--- src/rtl/ctcc_map.vh ---
`ifndef CTCC_MAP_VH
`define CTCC_MAP_VH

// register offsets on the plain register port
`define CTCC_ADDR_W            4
`define CTCC_OFS_MODE_CONFIG   4'h8
`define CTCC_OFS_RELOAD_LOW    4'h9
`define CTCC_OFS_RELOAD_MIDDLE 4'ha
`define CTCC_OFS_RELOAD_HIGH   4'hb
`define CTCC_OFS_TIMEOUT_STAT  4'hc

// reset values
`define CTCC_RST_MODE_CONFIG   8'h00
`define CTCC_RST_RELOAD        8'h00

// timeout status fields
`define CTCC_STAT_C1_BIT       0
`define CTCC_STAT_WIDE_BIT     1

// configuration codes
`define CTCC_MODE_STOP_ALL     8'h00
`define CTCC_MODE_C1_ONLY      8'h05
`define CTCC_MODE_WIDE16_NOW   8'h61
`define CTCC_MODE_C1_AND_W16   8'h65
`define CTCC_MODE_WIDE24_NOW   8'h68
`define CTCC_MODE_W16_ON_START 8'h71

// answer-to-reset interval counts, in count ticks
`define CTCC_ATR_MIN_COUNT     9'h0c8
`define CTCC_ATR_MAX_COUNT     9'h180

// count tick divider default
`define CTCC_TICK_DIV          16'h0001

`endif

--- src/rtl/ctcc_top.v ---
`timescale 1ns/1ps
`include "ctcc_map.vh"

module ctcc_top #(
  parameter [15:0] TICK_DIV  = `CTCC_TICK_DIV,
  parameter [8:0]  ATR_MAX   = `CTCC_ATR_MAX_COUNT
) (
  input  wire                       clk_in,
  input  wire                       reset_in,
  input  wire [`CTCC_ADDR_W-1:0]    addr_in,
  input  wire [7:0]                 wr_data_in,
  input  wire                       wr_en_in,
  input  wire                       rd_en_in,
  output reg  [7:0]                 rd_data_out,
  input  wire                       card_io_in,
  input  wire                       session_start_in,
  output reg                        counter1_timeout_out,
  output reg                        wide_timeout_out,
  output reg                        counter1_expired_flag_out,
  output reg                        wide_counter_expired_flag_out,
  output reg                        atr_min_done_out,
  output reg                        atr_max_done_out
);

  ////////////////////////////////////////////////////////////////////////////////
  // declarations
  reg  [7:0]  timeout_mode_config_q;
  reg  [7:0]  reload_low_byte_q;
  reg  [7:0]  reload_middle_byte_q;
  reg  [7:0]  reload_high_byte_q;
  reg  [15:0] tick_pre_q;
  reg         tick_q;
  reg  [7:0]  cnt1_q;
  reg         cnt1_run_q;
  reg         cnt1_arm_q;
  reg  [23:0] cntw_q;
  reg         cntw_run_q;
  reg         cntw_retrig_q;
  reg         cntw_24_q;
  reg  [8:0]  atr_cnt_q;
  reg  [7:0]  cnt1_d;
  reg         cnt1_run_d;
  reg         cnt1_arm_d;
  reg  [23:0] cntw_d;
  reg         cntw_run_d;
  reg         cntw_retrig_d;
  reg         cntw_24_d;
  reg  [7:0]  rd_data_d;
  wire        start_bit;
  wire        cfg_wr;
  wire        stat_wr;
  wire        cnt1_term;
  wire        cntw_term;
  wire [15:0] reload16;
  wire [23:0] reload24;
  wire        cfg_wr_c1_keep;
  wire        cfg_wr_c1_arm;
  wire        cfg_wr_w16_now;
  wire        cfg_wr_w24_now;
  wire        cfg_wr_w16_start;
  wire [7:0]  timeout_stat;

  assign cfg_wr   = wr_en_in & (addr_in == `CTCC_OFS_MODE_CONFIG);
  assign stat_wr  = wr_en_in & (addr_in == `CTCC_OFS_TIMEOUT_STAT);
  assign reload16 = {reload_high_byte_q, reload_middle_byte_q};
  assign reload24 = {reload_high_byte_q, reload_middle_byte_q, reload_low_byte_q};
  assign timeout_stat = {6'h00, wide_counter_expired_flag_out, counter1_expired_flag_out};

  // decoded configuration writes
  assign cfg_wr_c1_keep   = cfg_wr & (wr_data_in == `CTCC_MODE_C1_ONLY);
  assign cfg_wr_c1_arm    = cfg_wr & (wr_data_in == `CTCC_MODE_C1_AND_W16);
  assign cfg_wr_w16_now   = cfg_wr & ((wr_data_in == `CTCC_MODE_WIDE16_NOW) |
                                      (wr_data_in == `CTCC_MODE_C1_AND_W16));
  assign cfg_wr_w24_now   = cfg_wr & (wr_data_in == `CTCC_MODE_WIDE24_NOW);
  assign cfg_wr_w16_start = cfg_wr & (wr_data_in == `CTCC_MODE_W16_ON_START);

  // terminal count: a value of one or zero expires on this tick
  assign cnt1_term = cnt1_run_q & tick_q & (cnt1_q <= 8'h01);
  assign cntw_term = cntw_run_q & tick_q &
                     (cntw_24_q ? (cntw_q <= 24'h000001) : (cntw_q[15:0] <= 16'h0001));

  ////////////////////////////////////////////////////////////////////////////////
  // card i/o start-bit detection
  ctcc_start_detect u_start_detect (
    .clk_in        (clk_in),
    .reset_in      (reset_in),
    .card_io_in    (card_io_in),
    .start_bit_out (start_bit)
  );

  ////////////////////////////////////////////////////////////////////////////////
  // count tick divider
  always @(posedge clk_in or posedge reset_in) begin
    if (reset_in) begin
      tick_pre_q <= 16'h0000;
      tick_q     <= 1'b0;
    end else if (tick_pre_q >= TICK_DIV - 16'h0001) begin
      tick_pre_q <= 16'h0000;
      tick_q     <= 1'b1;
    end else begin
      tick_pre_q <= tick_pre_q + 16'h0001;
      tick_q     <= 1'b0;
    end
  end

  ////////////////////////////////////////////////////////////////////////////////
  // register writes
  always @(posedge clk_in or posedge reset_in) begin
    if (reset_in) begin
      timeout_mode_config_q <= `CTCC_RST_MODE_CONFIG;
      reload_low_byte_q     <= `CTCC_RST_RELOAD;
      reload_middle_byte_q  <= `CTCC_RST_RELOAD;
      reload_high_byte_q    <= `CTCC_RST_RELOAD;
    end else if (wr_en_in) begin
      case (addr_in)
        `CTCC_OFS_MODE_CONFIG:   timeout_mode_config_q <= wr_data_in;
        `CTCC_OFS_RELOAD_LOW:    reload_low_byte_q     <= wr_data_in;
        `CTCC_OFS_RELOAD_MIDDLE: reload_middle_byte_q  <= wr_data_in;
        `CTCC_OFS_RELOAD_HIGH:   reload_high_byte_q    <= wr_data_in;
        default: begin
        end
      endcase
    end
  end

  ////////////////////////////////////////////////////////////////////////////////
  // counter 1: 8-bit auto-reload
  // code 05 falls through, so counter 1 keeps its pace and reloads
  always @* begin
    cnt1_d     = cnt1_q;
    cnt1_run_d = cnt1_run_q;
    cnt1_arm_d = cnt1_arm_q;
    if (cfg_wr_c1_arm) begin
      cnt1_d     = reload_low_byte_q;
      cnt1_run_d = 1'b0;
      cnt1_arm_d = 1'b1;
    end else if (cfg_wr & ~cfg_wr_c1_keep) begin
      cnt1_run_d = 1'b0;
      cnt1_arm_d = 1'b0;
    end else if (cnt1_arm_q & start_bit) begin
      cnt1_d     = reload_low_byte_q;
      cnt1_run_d = 1'b1;
      cnt1_arm_d = 1'b0;
    end else if (cnt1_term) begin
      cnt1_d = reload_low_byte_q;
    end else if (cnt1_run_q & tick_q) begin
      cnt1_d = cnt1_q - 8'h01;
    end
  end

  always @(posedge clk_in or posedge reset_in) begin
    if (reset_in) begin
      cnt1_q     <= 8'h00;
      cnt1_run_q <= 1'b0;
      cnt1_arm_q <= 1'b0;
    end else begin
      cnt1_q     <= cnt1_d;
      cnt1_run_q <= cnt1_run_d;
      cnt1_arm_q <= cnt1_arm_d;
    end
  end

  ////////////////////////////////////////////////////////////////////////////////
  // wide counter: 16-bit (counters 3 and 2) or 24-bit (all three)
  // a start bit outranks terminal count, so a retrigger is never lost
  always @* begin
    cntw_d        = cntw_q;
    cntw_run_d    = cntw_run_q;
    cntw_retrig_d = cntw_retrig_q;
    cntw_24_d     = cntw_24_q;
    if (cfg_wr_w16_now) begin
      cntw_d        = {8'h00, reload16};
      cntw_run_d    = 1'b1;
      cntw_retrig_d = 1'b0;
      cntw_24_d     = 1'b0;
    end else if (cfg_wr_w24_now) begin
      cntw_d        = reload24;
      cntw_run_d    = 1'b1;
      cntw_retrig_d = 1'b0;
      cntw_24_d     = 1'b1;
    end else if (cfg_wr_w16_start) begin
      cntw_run_d    = 1'b0;
      cntw_retrig_d = 1'b1;
      cntw_24_d     = 1'b0;
    end else if (cfg_wr) begin
      cntw_run_d    = 1'b0;
      cntw_retrig_d = 1'b0;
    end else if (cntw_retrig_q & start_bit) begin
      cntw_d     = {8'h00, reload16};
      cntw_run_d = 1'b1;
    end else if (cntw_term) begin
      cntw_run_d = 1'b0;
    end else if (cntw_run_q & tick_q) begin
      cntw_d = cntw_q - 24'h000001;
    end
  end

  always @(posedge clk_in or posedge reset_in) begin
    if (reset_in) begin
      cntw_q        <= 24'h000000;
      cntw_run_q    <= 1'b0;
      cntw_retrig_q <= 1'b0;
      cntw_24_q     <= 1'b0;
    end else begin
      cntw_q        <= cntw_d;
      cntw_run_q    <= cntw_run_d;
      cntw_retrig_q <= cntw_retrig_d;
      cntw_24_q     <= cntw_24_d;
    end
  end

  ////////////////////////////////////////////////////////////////////////////////
  // timeout pulses and sticky flags, set wins over write-one clear
  always @(posedge clk_in or posedge reset_in) begin
    if (reset_in) begin
      counter1_timeout_out          <= 1'b0;
      wide_timeout_out              <= 1'b0;
      counter1_expired_flag_out     <= 1'b0;
      wide_counter_expired_flag_out <= 1'b0;
    end else begin
      counter1_timeout_out <= cnt1_term;
      wide_timeout_out     <= cntw_term;
      if (cnt1_term)
        counter1_expired_flag_out <= 1'b1;
      else if (stat_wr & wr_data_in[`CTCC_STAT_C1_BIT])
        counter1_expired_flag_out <= 1'b0;
      if (cntw_term)
        wide_counter_expired_flag_out <= 1'b1;
      else if (stat_wr & wr_data_in[`CTCC_STAT_WIDE_BIT])
        wide_counter_expired_flag_out <= 1'b0;
    end
  end

  ////////////////////////////////////////////////////////////////////////////////
  // answer-to-reset interval counter
  always @(posedge clk_in or posedge reset_in) begin
    if (reset_in) begin
      atr_cnt_q        <= 9'h000;
      atr_min_done_out <= 1'b0;
      atr_max_done_out <= 1'b0;
    end else if (!session_start_in) begin
      atr_cnt_q        <= 9'h000;
      atr_min_done_out <= 1'b0;
      atr_max_done_out <= 1'b0;
    end else if (tick_q & !atr_max_done_out) begin
      atr_cnt_q <= atr_cnt_q + 9'h001;
      if (atr_cnt_q + 9'h001 == `CTCC_ATR_MIN_COUNT)
        atr_min_done_out <= 1'b1;
      if (atr_cnt_q + 9'h001 == ATR_MAX)
        atr_max_done_out <= 1'b1;
    end
  end

  ////////////////////////////////////////////////////////////////////////////////
  // register reads, data one cycle after the strobe
  always @* begin
    rd_data_d = 8'h00;
    if (rd_en_in) begin
      case (addr_in)
        `CTCC_OFS_MODE_CONFIG:   rd_data_d = timeout_mode_config_q;
        `CTCC_OFS_RELOAD_LOW:    rd_data_d = reload_low_byte_q;
        `CTCC_OFS_RELOAD_MIDDLE: rd_data_d = reload_middle_byte_q;
        `CTCC_OFS_RELOAD_HIGH:   rd_data_d = reload_high_byte_q;
        `CTCC_OFS_TIMEOUT_STAT:  rd_data_d = timeout_stat;
        default:                 rd_data_d = 8'h00;
      endcase
    end
  end

  always @(posedge clk_in or posedge reset_in) begin
    if (reset_in) begin
      rd_data_out <= 8'h00;
    end else begin
      rd_data_out <= rd_data_d;
    end
  end

endmodule

--- src/rtl/ctcc_start_detect.v ---
`timescale 1ns/1ps

module ctcc_start_detect (
  input  wire clk_in,
  input  wire reset_in,
  input  wire card_io_in,
  output reg  start_bit_out
);

  reg io_meta_q;
  reg io_sync_q;
  reg io_prev_q;

  ////////////////////////////////////////////////////////////////////////////////
  // two-flop sync, then falling edge of the idle-high line
  always @(posedge clk_in or posedge reset_in) begin
    if (reset_in) begin
      io_meta_q     <= 1'b1;
      io_sync_q     <= 1'b1;
      io_prev_q     <= 1'b1;
      start_bit_out <= 1'b0;
    end else begin
      io_meta_q     <= card_io_in;
      io_sync_q     <= io_meta_q;
      io_prev_q     <= io_sync_q;
      start_bit_out <= io_prev_q & ~io_sync_q;
    end
  end

endmodule

--- config.mk ---
export PLATFORM = sky130hd
export DESIGN_NAME = ctcc_top
export DESIGN_NICKNAME = d
export VERILOG_FILES = /design/src/rtl/ctcc_top.v /design/src/rtl/ctcc_start_detect.v
export VERILOG_INCLUDE_DIRS = /design/src /design/src/rtl
export SDC_FILE = /design/constraint.sdc
export NUM_CORES = 1
export LEC_CHECK = 0
export BUFFER_PORTS_ARGS = -buffer_cell sky130_fd_sc_hd__buf_2
export CAP_MARGIN = 5
export CORE_ASPECT_RATIO = 1.4
export CORE_MARGIN = 8
export CORE_UTILIZATION = 35
export DETAILED_ROUTE_END_ITERATION = 10
export PLACE_DENSITY = 0.48
export SYNTH_ARGS = -nofsm -noshare
export SYNTH_HDL_FRONTEND = slang
export SYNTH_SLANG_ARGS = --single-unit
--- constraint.sdc ---
create_clock -name clk_in -period 2.9 [get_ports clk_in]
set_input_delay 0 -clock clk_in [delete_from_list [all_inputs] [get_ports clk_in]]
set_output_delay 0 -clock clk_in [all_outputs]
set_load 0.05 [all_outputs]
==> results.toml, run 1 <==
[run_status]
status = "completed"

[sta]
max_slew.worst_pin.slew_ns = 0.726
final.period_utilization_pct = 93.4
clock-skew-final_ns = 0.00989
rsz0062_at_grt = "no"
final-max-slew-violation-count = 0
min_period_ns = 2.71
slew_headroom_pct = 51.4
clock.fmax_mhz = 369
setup_tns_ns = 0
hold_viol = 0
setup_violations = 0

[detailed_routing]
via_per_inst = 5.51
wirelength_mm = 15.2
num_vias = 4236
drtPass1Iterations = 4
drt_iter0_markers = 290
drcViolationCount = 0
wl_per_cell_um = 19.7
route.antenna.remaining_nets = 0

[placed_design]
dp_hpwl_mm = 11.3
portBuffers = 31
gp_congestion = 0.877
placed_area_um2 = 5670
place_inst = 740

[setup_path]
worstPathRequired_ns = 3.14
max_stage_delay_ns = 0.47
worstSetupEndpointType = "register"
critPathSlowestCell = "o31a_1"
crit_chain = "or3_1, or4_4, a2111o_1, o31a_1, buf_12, a22o_1"
cp.arrival_ns = 2.95
crit_type = "reg2reg"
start_kind = "register"
path_buf_inv = 1
regToRegSetupSlack_ns = 0.19
path_delay_family = "compound AO/OA/AOI/OAI gates"
worst-path-max-fanout = 34

[finish]
area_growth_pct = 16.2
final_area_um2 = 6090
fin_nets = 595
antenna_cells = 0
layout.cells.non_filler = 769
drive_gt1_share_pct = 18.4
n_fill_cell = 1504

[yosys]
synth_seq_cells = 97
synth_top_flop_cell = "dfrtp_1"
avgSynthCellArea_um2 = 9.95
yosysWarnings = 0
netlist_instances = 527
synth_nets = 550
synth_edf_count = 0
synth.distinct_cells = 63
synthesis.area_um2 = 5240
ys_seq_area_share_pct = 46.4
async_flop_share_pct = 100

[clocking]
clk_latency_ns = 0.36
cts_resized = 0
cts_buffers = 9
htreeDepth = 3
root_buffer = "clkbuf_16"
cts_buffer_depth = 2
cts_tree = "done"
cts_sinks = 97
path_clk_slew_ns = 0.07
hold_buffers = 13
cts_setup_buffers = 0

[power]
p_leak_nw = 2.67
clkPwrFrac_pct = 27.3
sw_frac_of_total_pct = 34.7
vdd_drop_max_mv = 0.296
p_comb_share_pct = 26.4
p_seq_share_pct = 46.3
power_density_nw_per_um2 = 729
switching_power_mw = 1.54
internal-power_mw = 2.90
power.total_mw = 4.44

[global_routing]
grt.total_usage_pct = 16.6
grt_antenna_before_repair = 0
grt_max_degree = 51
grt_pass1_wl_mm = 24.9
overflow = 0
grt_pass1_vias = 4539

[floorplan]
fp.coreArea_um2 = 14900
die_x_um = 119
ioPinCount = 32
start_util_pct = 35.3
die_h_um = 161
dieArea_um2 = 19200
num_rows = 53

[job]
cap_viol_max_count = 0

[hold_path]
hold_class = "in2reg"
[synth_stat cells, drive strengths merged (4+ instances only)]
library cell / count / area (µm²)
or3: 7 / 43.8
nor4: 8 / 50.1
a211oi: 7 / 57.6
nor3b: 5 / 37.5
ha: 5 / 62.6
clkbuf: 21 / 78.8
a22oi: 7 / 52.6
and2: 12 / 75.1
nand4: 4 / 25.0
a21o: 6 / 45.0
nand3: 14 / 70.1
a21oi: 15 / 75.1
a221oi: 5 / 43.8
and3: 7 / 43.8
a22o: 18 / 158
mux2: 26 / 293
nor2b: 6 / 37.5
nor2: 40 / 150
mux4: 8 / 180
xnor2: 11 / 96.3
nand2: 67 / 254
dfrtp: 94 / 2350
nand2b: 8 / 50.1
inv: 9 / 33.8
o21ai: 27 / 135
xor2: 7 / 61.3
nor3: 20 / 100
buf: 5 / 42.5
[path summary, 6_finish.rpt]
check | from | endpoint | cells after the start
max | cntw_q[10] | cntw_q[21] | 6
min | addr_in[2] | rd_data_out[6] | 3
max reg2reg | cntw_q[10] | cntw_q[21] | 6
min reg2reg | u_start_detect.io_meta_q | u_start_detect.io_sync_q | 0
max in group asynchronous | reset_in | u_start_detect.io_prev_q | 4
min in group asynchronous | reset_in | atr_cnt_q[5] | 3
[routing by layer]
layer | GRT usage [%] | vias up | part of all wire [%]
met2 | 28.5 | 90 | 52
met5 | 0 | - | 0
met4 | 9.00 | 0 | 3.7
met1 | 19.1 | 2095 | 42
met3 | 2.99 | 30 | 3.2
li1 | - | 2021 | -
[cells by family after synthesis]
| group | count (synthesis) | synth area share [%] |
|---|---|---|
| other cells | 1 | 0.0715 |
| xor+xnor | 18 | 3.01 |
| simple gates | 217 | 20.9 |
| mux | 36 | 9.41 |
| compound gates | 118 | 16.1 |
| buf+inv | 35 | 2.96 |
| flops | 97 | 46.4 |
| fa+ha+maj | 5 | 1.19 |
[flip-flops by register name (all words and copies together) (netlist names), 8 cells and up]
name and flops:
cntw_q 24, atr_cnt_q 9, cnt1_q 8, rd_data_out 8, reload_high_byte_q 8, reload_low_byte_q 8
reload_middle_byte_q 8, timeout_mode_config_q 8
[worst register-to-register path: cells and delay by family, from the launching register on]
family | cells | cell delay (ns)
simple gates | 2 | 0.89
flops | 1 | 0.43
compound gates | 3 | 1.01
buf+inv | 1 | 0.25
[through the flow]
step	setup WS, ns	util [%]	hold slack, ns
after floorplan	0.371	-	0.00448
after global placement	0.269	38.2	0.106
after detailed placement	0.217	38.2	0.107
after CTS	0.195	41.0	0.133
after global routing	0.0320	41.0	0.172
final	0.192	41.0	0.146
[cell usage in the layout (no fill, tap or decap), drive strengths merged, types with 14 or more instances in the layout]
| cell | netlist | layout |
|---|---|---|
| mux2 | 26 | 26 |
| nand3 | 14 | 14 |
| a22o | 18 | 18 |
| a21oi | 15 | 15 |
| o21ai | 27 | 27 |
| nor3 | 20 | 20 |
| nand2 | 67 | 67 |
| dfrtp | 94 | 94 |
| buf | 5 | 47 |
| nor2 | 40 | 40 |
[final cells by class]
cell class | count | area [µm²] | share of cell area (%)
Multi-Input combinational cell | 395 | 2660 | 43.7
Sequential cell | 97 | 2430 | 39.9
Timing Repair Buffer | 60 | 430 | 7.07
Tap cell | 192 | 240 | 3.94
Clock buffer | 11 | 233 | 3.82
Clock inverter | 5 | 61.3 | 1.01
Inverter | 9 | 36.3 | 0.596
[power groups by stage]
stage,clock (mW),sequential [mW],combinational (mW)
finish,1.21,2.06,1.17
global route,1.30,2.10,1.31
CTS,1.25,2.05,1.18
detailed placement,0,2.07,1.16
global placement,0,2.07,1.15
floorplan,0,1.97,0.838
Note: power is estimated with default switching activity, not from simulation.
==> run 2: changes to the inputs <==
--- a/config.mk
+++ b/config.mk
@@ -13,6 +13,7 @@
 export CORE_UTILIZATION = 35
 export DETAILED_ROUTE_END_ITERATION = 10
 export PLACE_DENSITY = 0.48
+export RECOVER_POWER = 25
 export SYNTH_ARGS = -nofsm -noshare
 export SYNTH_HDL_FRONTEND = slang
 export SYNTH_SLANG_ARGS = --single-unit
==> results.toml, run 2 (synthesized netlist as in run 1, its figures left out) <==
[clocking]
root_buffer = "clkbuf_16"
path_clk_slew_ns = 0.07
cts_resized = 0
cts_buffer_depth = 2
clk_latency_ns = 0.36
cts_sinks = 97
cts_tree = "done"
htreeDepth = 3
cts_buffers = 9

[setup_path]
start_kind = "register"
worst-path-max-fanout = 34
path_delay_family = "compound AO/OA/AOI/OAI gates"
worstSetupEndpointType = "register"
crit_chain = "or3_1, or4_4, a2111o_1, o31a_1, buf_12, a22o_1"
max_stage_delay_ns = 0.47
path_buf_inv = 1
cp.arrival_ns = 2.95
worstPathRequired_ns = 3.14
reg2regPathDepth = 6
critPathSlowestCell = "o31a_1"
crit_type = "reg2reg"
regToRegSetupSlack_ns = 0.19
cp.depth = 6

[job]
cap_viol_max_count = 1

[run_status]
violations = "capacitance limit, slew limit"
status = "finished with violations"

[placed_design]
pre_cts_slack_ns = 0.217
dp_hpwl_mm = 11.3
portBuffers = 31
gp_congestion = 0.877

[sta]
clock-skew-final_ns = 0.00988
final.period_utilization_pct = 93.4
setup_slack_ns = 0.192
final-max-slew-violation-count = 48
min_period_ns = 2.71
setup_tns_ns = 0
slew_headroom_pct = -28.3
rsz0062_at_grt = "no"
setup_violations = 0
hold_viol = 0
max_slew.worst_pin.slew_ns = 1.92
clock.fmax_mhz = 369

[hold_path]
hold_class = "in2reg"
hold-path-cell-count = 3

[finish]
drive_gt1_share_pct = 18.0
final_cell_mix = "dfrtp_1 (94), nand2_1 (66), nor2_1 (40)"
top_regs = "cntw_q x24, atr_cnt_q x9"
top_register = "cntw_q"
largest_reg_flops = 24
area_growth_pct = 16.2
antenna_cells = 0
final_common_cell = "dfrtp_1"
fin_nets = 595

[global_routing]
grt_pass1_wl_mm = 24.9
grt_pass1_vias = 4539
grt.total_usage_pct = 16.6
grt_max_degree = 51
overflow = 0
grt_antenna_before_repair = 0

[floorplan]
num_rows = 53
dieArea_um2 = 19200
die_h_um = 161
ioPinCount = 32
start_util_pct = 35.3
die_x_um = 119
fp.coreArea_um2 = 14900

[detailed_routing]
num_vias = 4238
wl_per_cell_um = 19.7
wirelength_mm = 15.2
drtPass1Iterations = 4
drt_iter0_markers = 294
drcViolationCount = 0
via_per_inst = 5.51
route.antenna.remaining_nets = 0

[power]
vdd_drop_max_mv = 0.296
power_density_nw_per_um2 = 729
p_leak_nw = 2.67
==> run 2: cell counts in the layout (fill, tap and decap cells not counted) <==
No cell type changed its count.
==> run 2: metrics by stage <==
stage                     std cells  total power, mW  utilization [%]  hold WS, ns  area (µm²)
final                           769             4.44             41.0        0.146        6090
after global routing            769             4.71             41.0        0.172        6090
after CTS                       769             4.49             41.0        0.133        6090
after detailed placement        740             3.24             38.2        0.107        5670
after global placement          740             3.22             38.2        0.106        5670
after floorplan                 527             2.81                -      0.00448        5240
==> run 2: worst min-delay path: stages <==
cell	delay, ns
buf_2	0.11
nor2b_1	0.14
and3_1	0.21
==> run 2: final cells by class <==
cell class              count  area, µm²
clock buffers              11        233
clock inverters             5       61.3
fillers                  1505       8760
inverters                   9       33.8
multi-input cells         395       2660
flip-flops and latches     97       2430
well taps                 192        240
repair buffers             60        430
==> run 2: final timing paths <==
path,to,from
max,cntw_q[21],cntw_q[10]
min,rd_data_out[6],addr_in[2]
max reg2reg,cntw_q[21],cntw_q[10]
min reg2reg,u_start_detect.io_sync_q,u_start_detect.io_meta_q
max in group asynchronous,cntw_q[13],reset_in
min in group asynchronous,atr_cnt_q[5],reset_in
==> run 2: what timing repair did <==
action                                 in CTS  in global routing
endpoints found under the hold margin      78                  0
setup buffers                               0                  0
hold buffers                               13                  0
==> run 2: power breakdown <==
group / internal, mW / leakage [nW] / switching (mW)
clock network: 0.677 / 0.145 / 0.534
registers: 1.66 / 1.22 / 0.392
logic: 0.556 / 1.30 / 0.614
==> run 2: layer usage <==
metal | global-route usage, % | vias to the layer above | part of all wire, %
met2 | 28.5 | 92 | 52
met4 | 9.00 | 0 | 3.7
li1 | - | 2021 | -
met5 | 0 | - | 0
met3 | 2.99 | 30 | 3.4
met1 | 19.1 | 2095 | 41
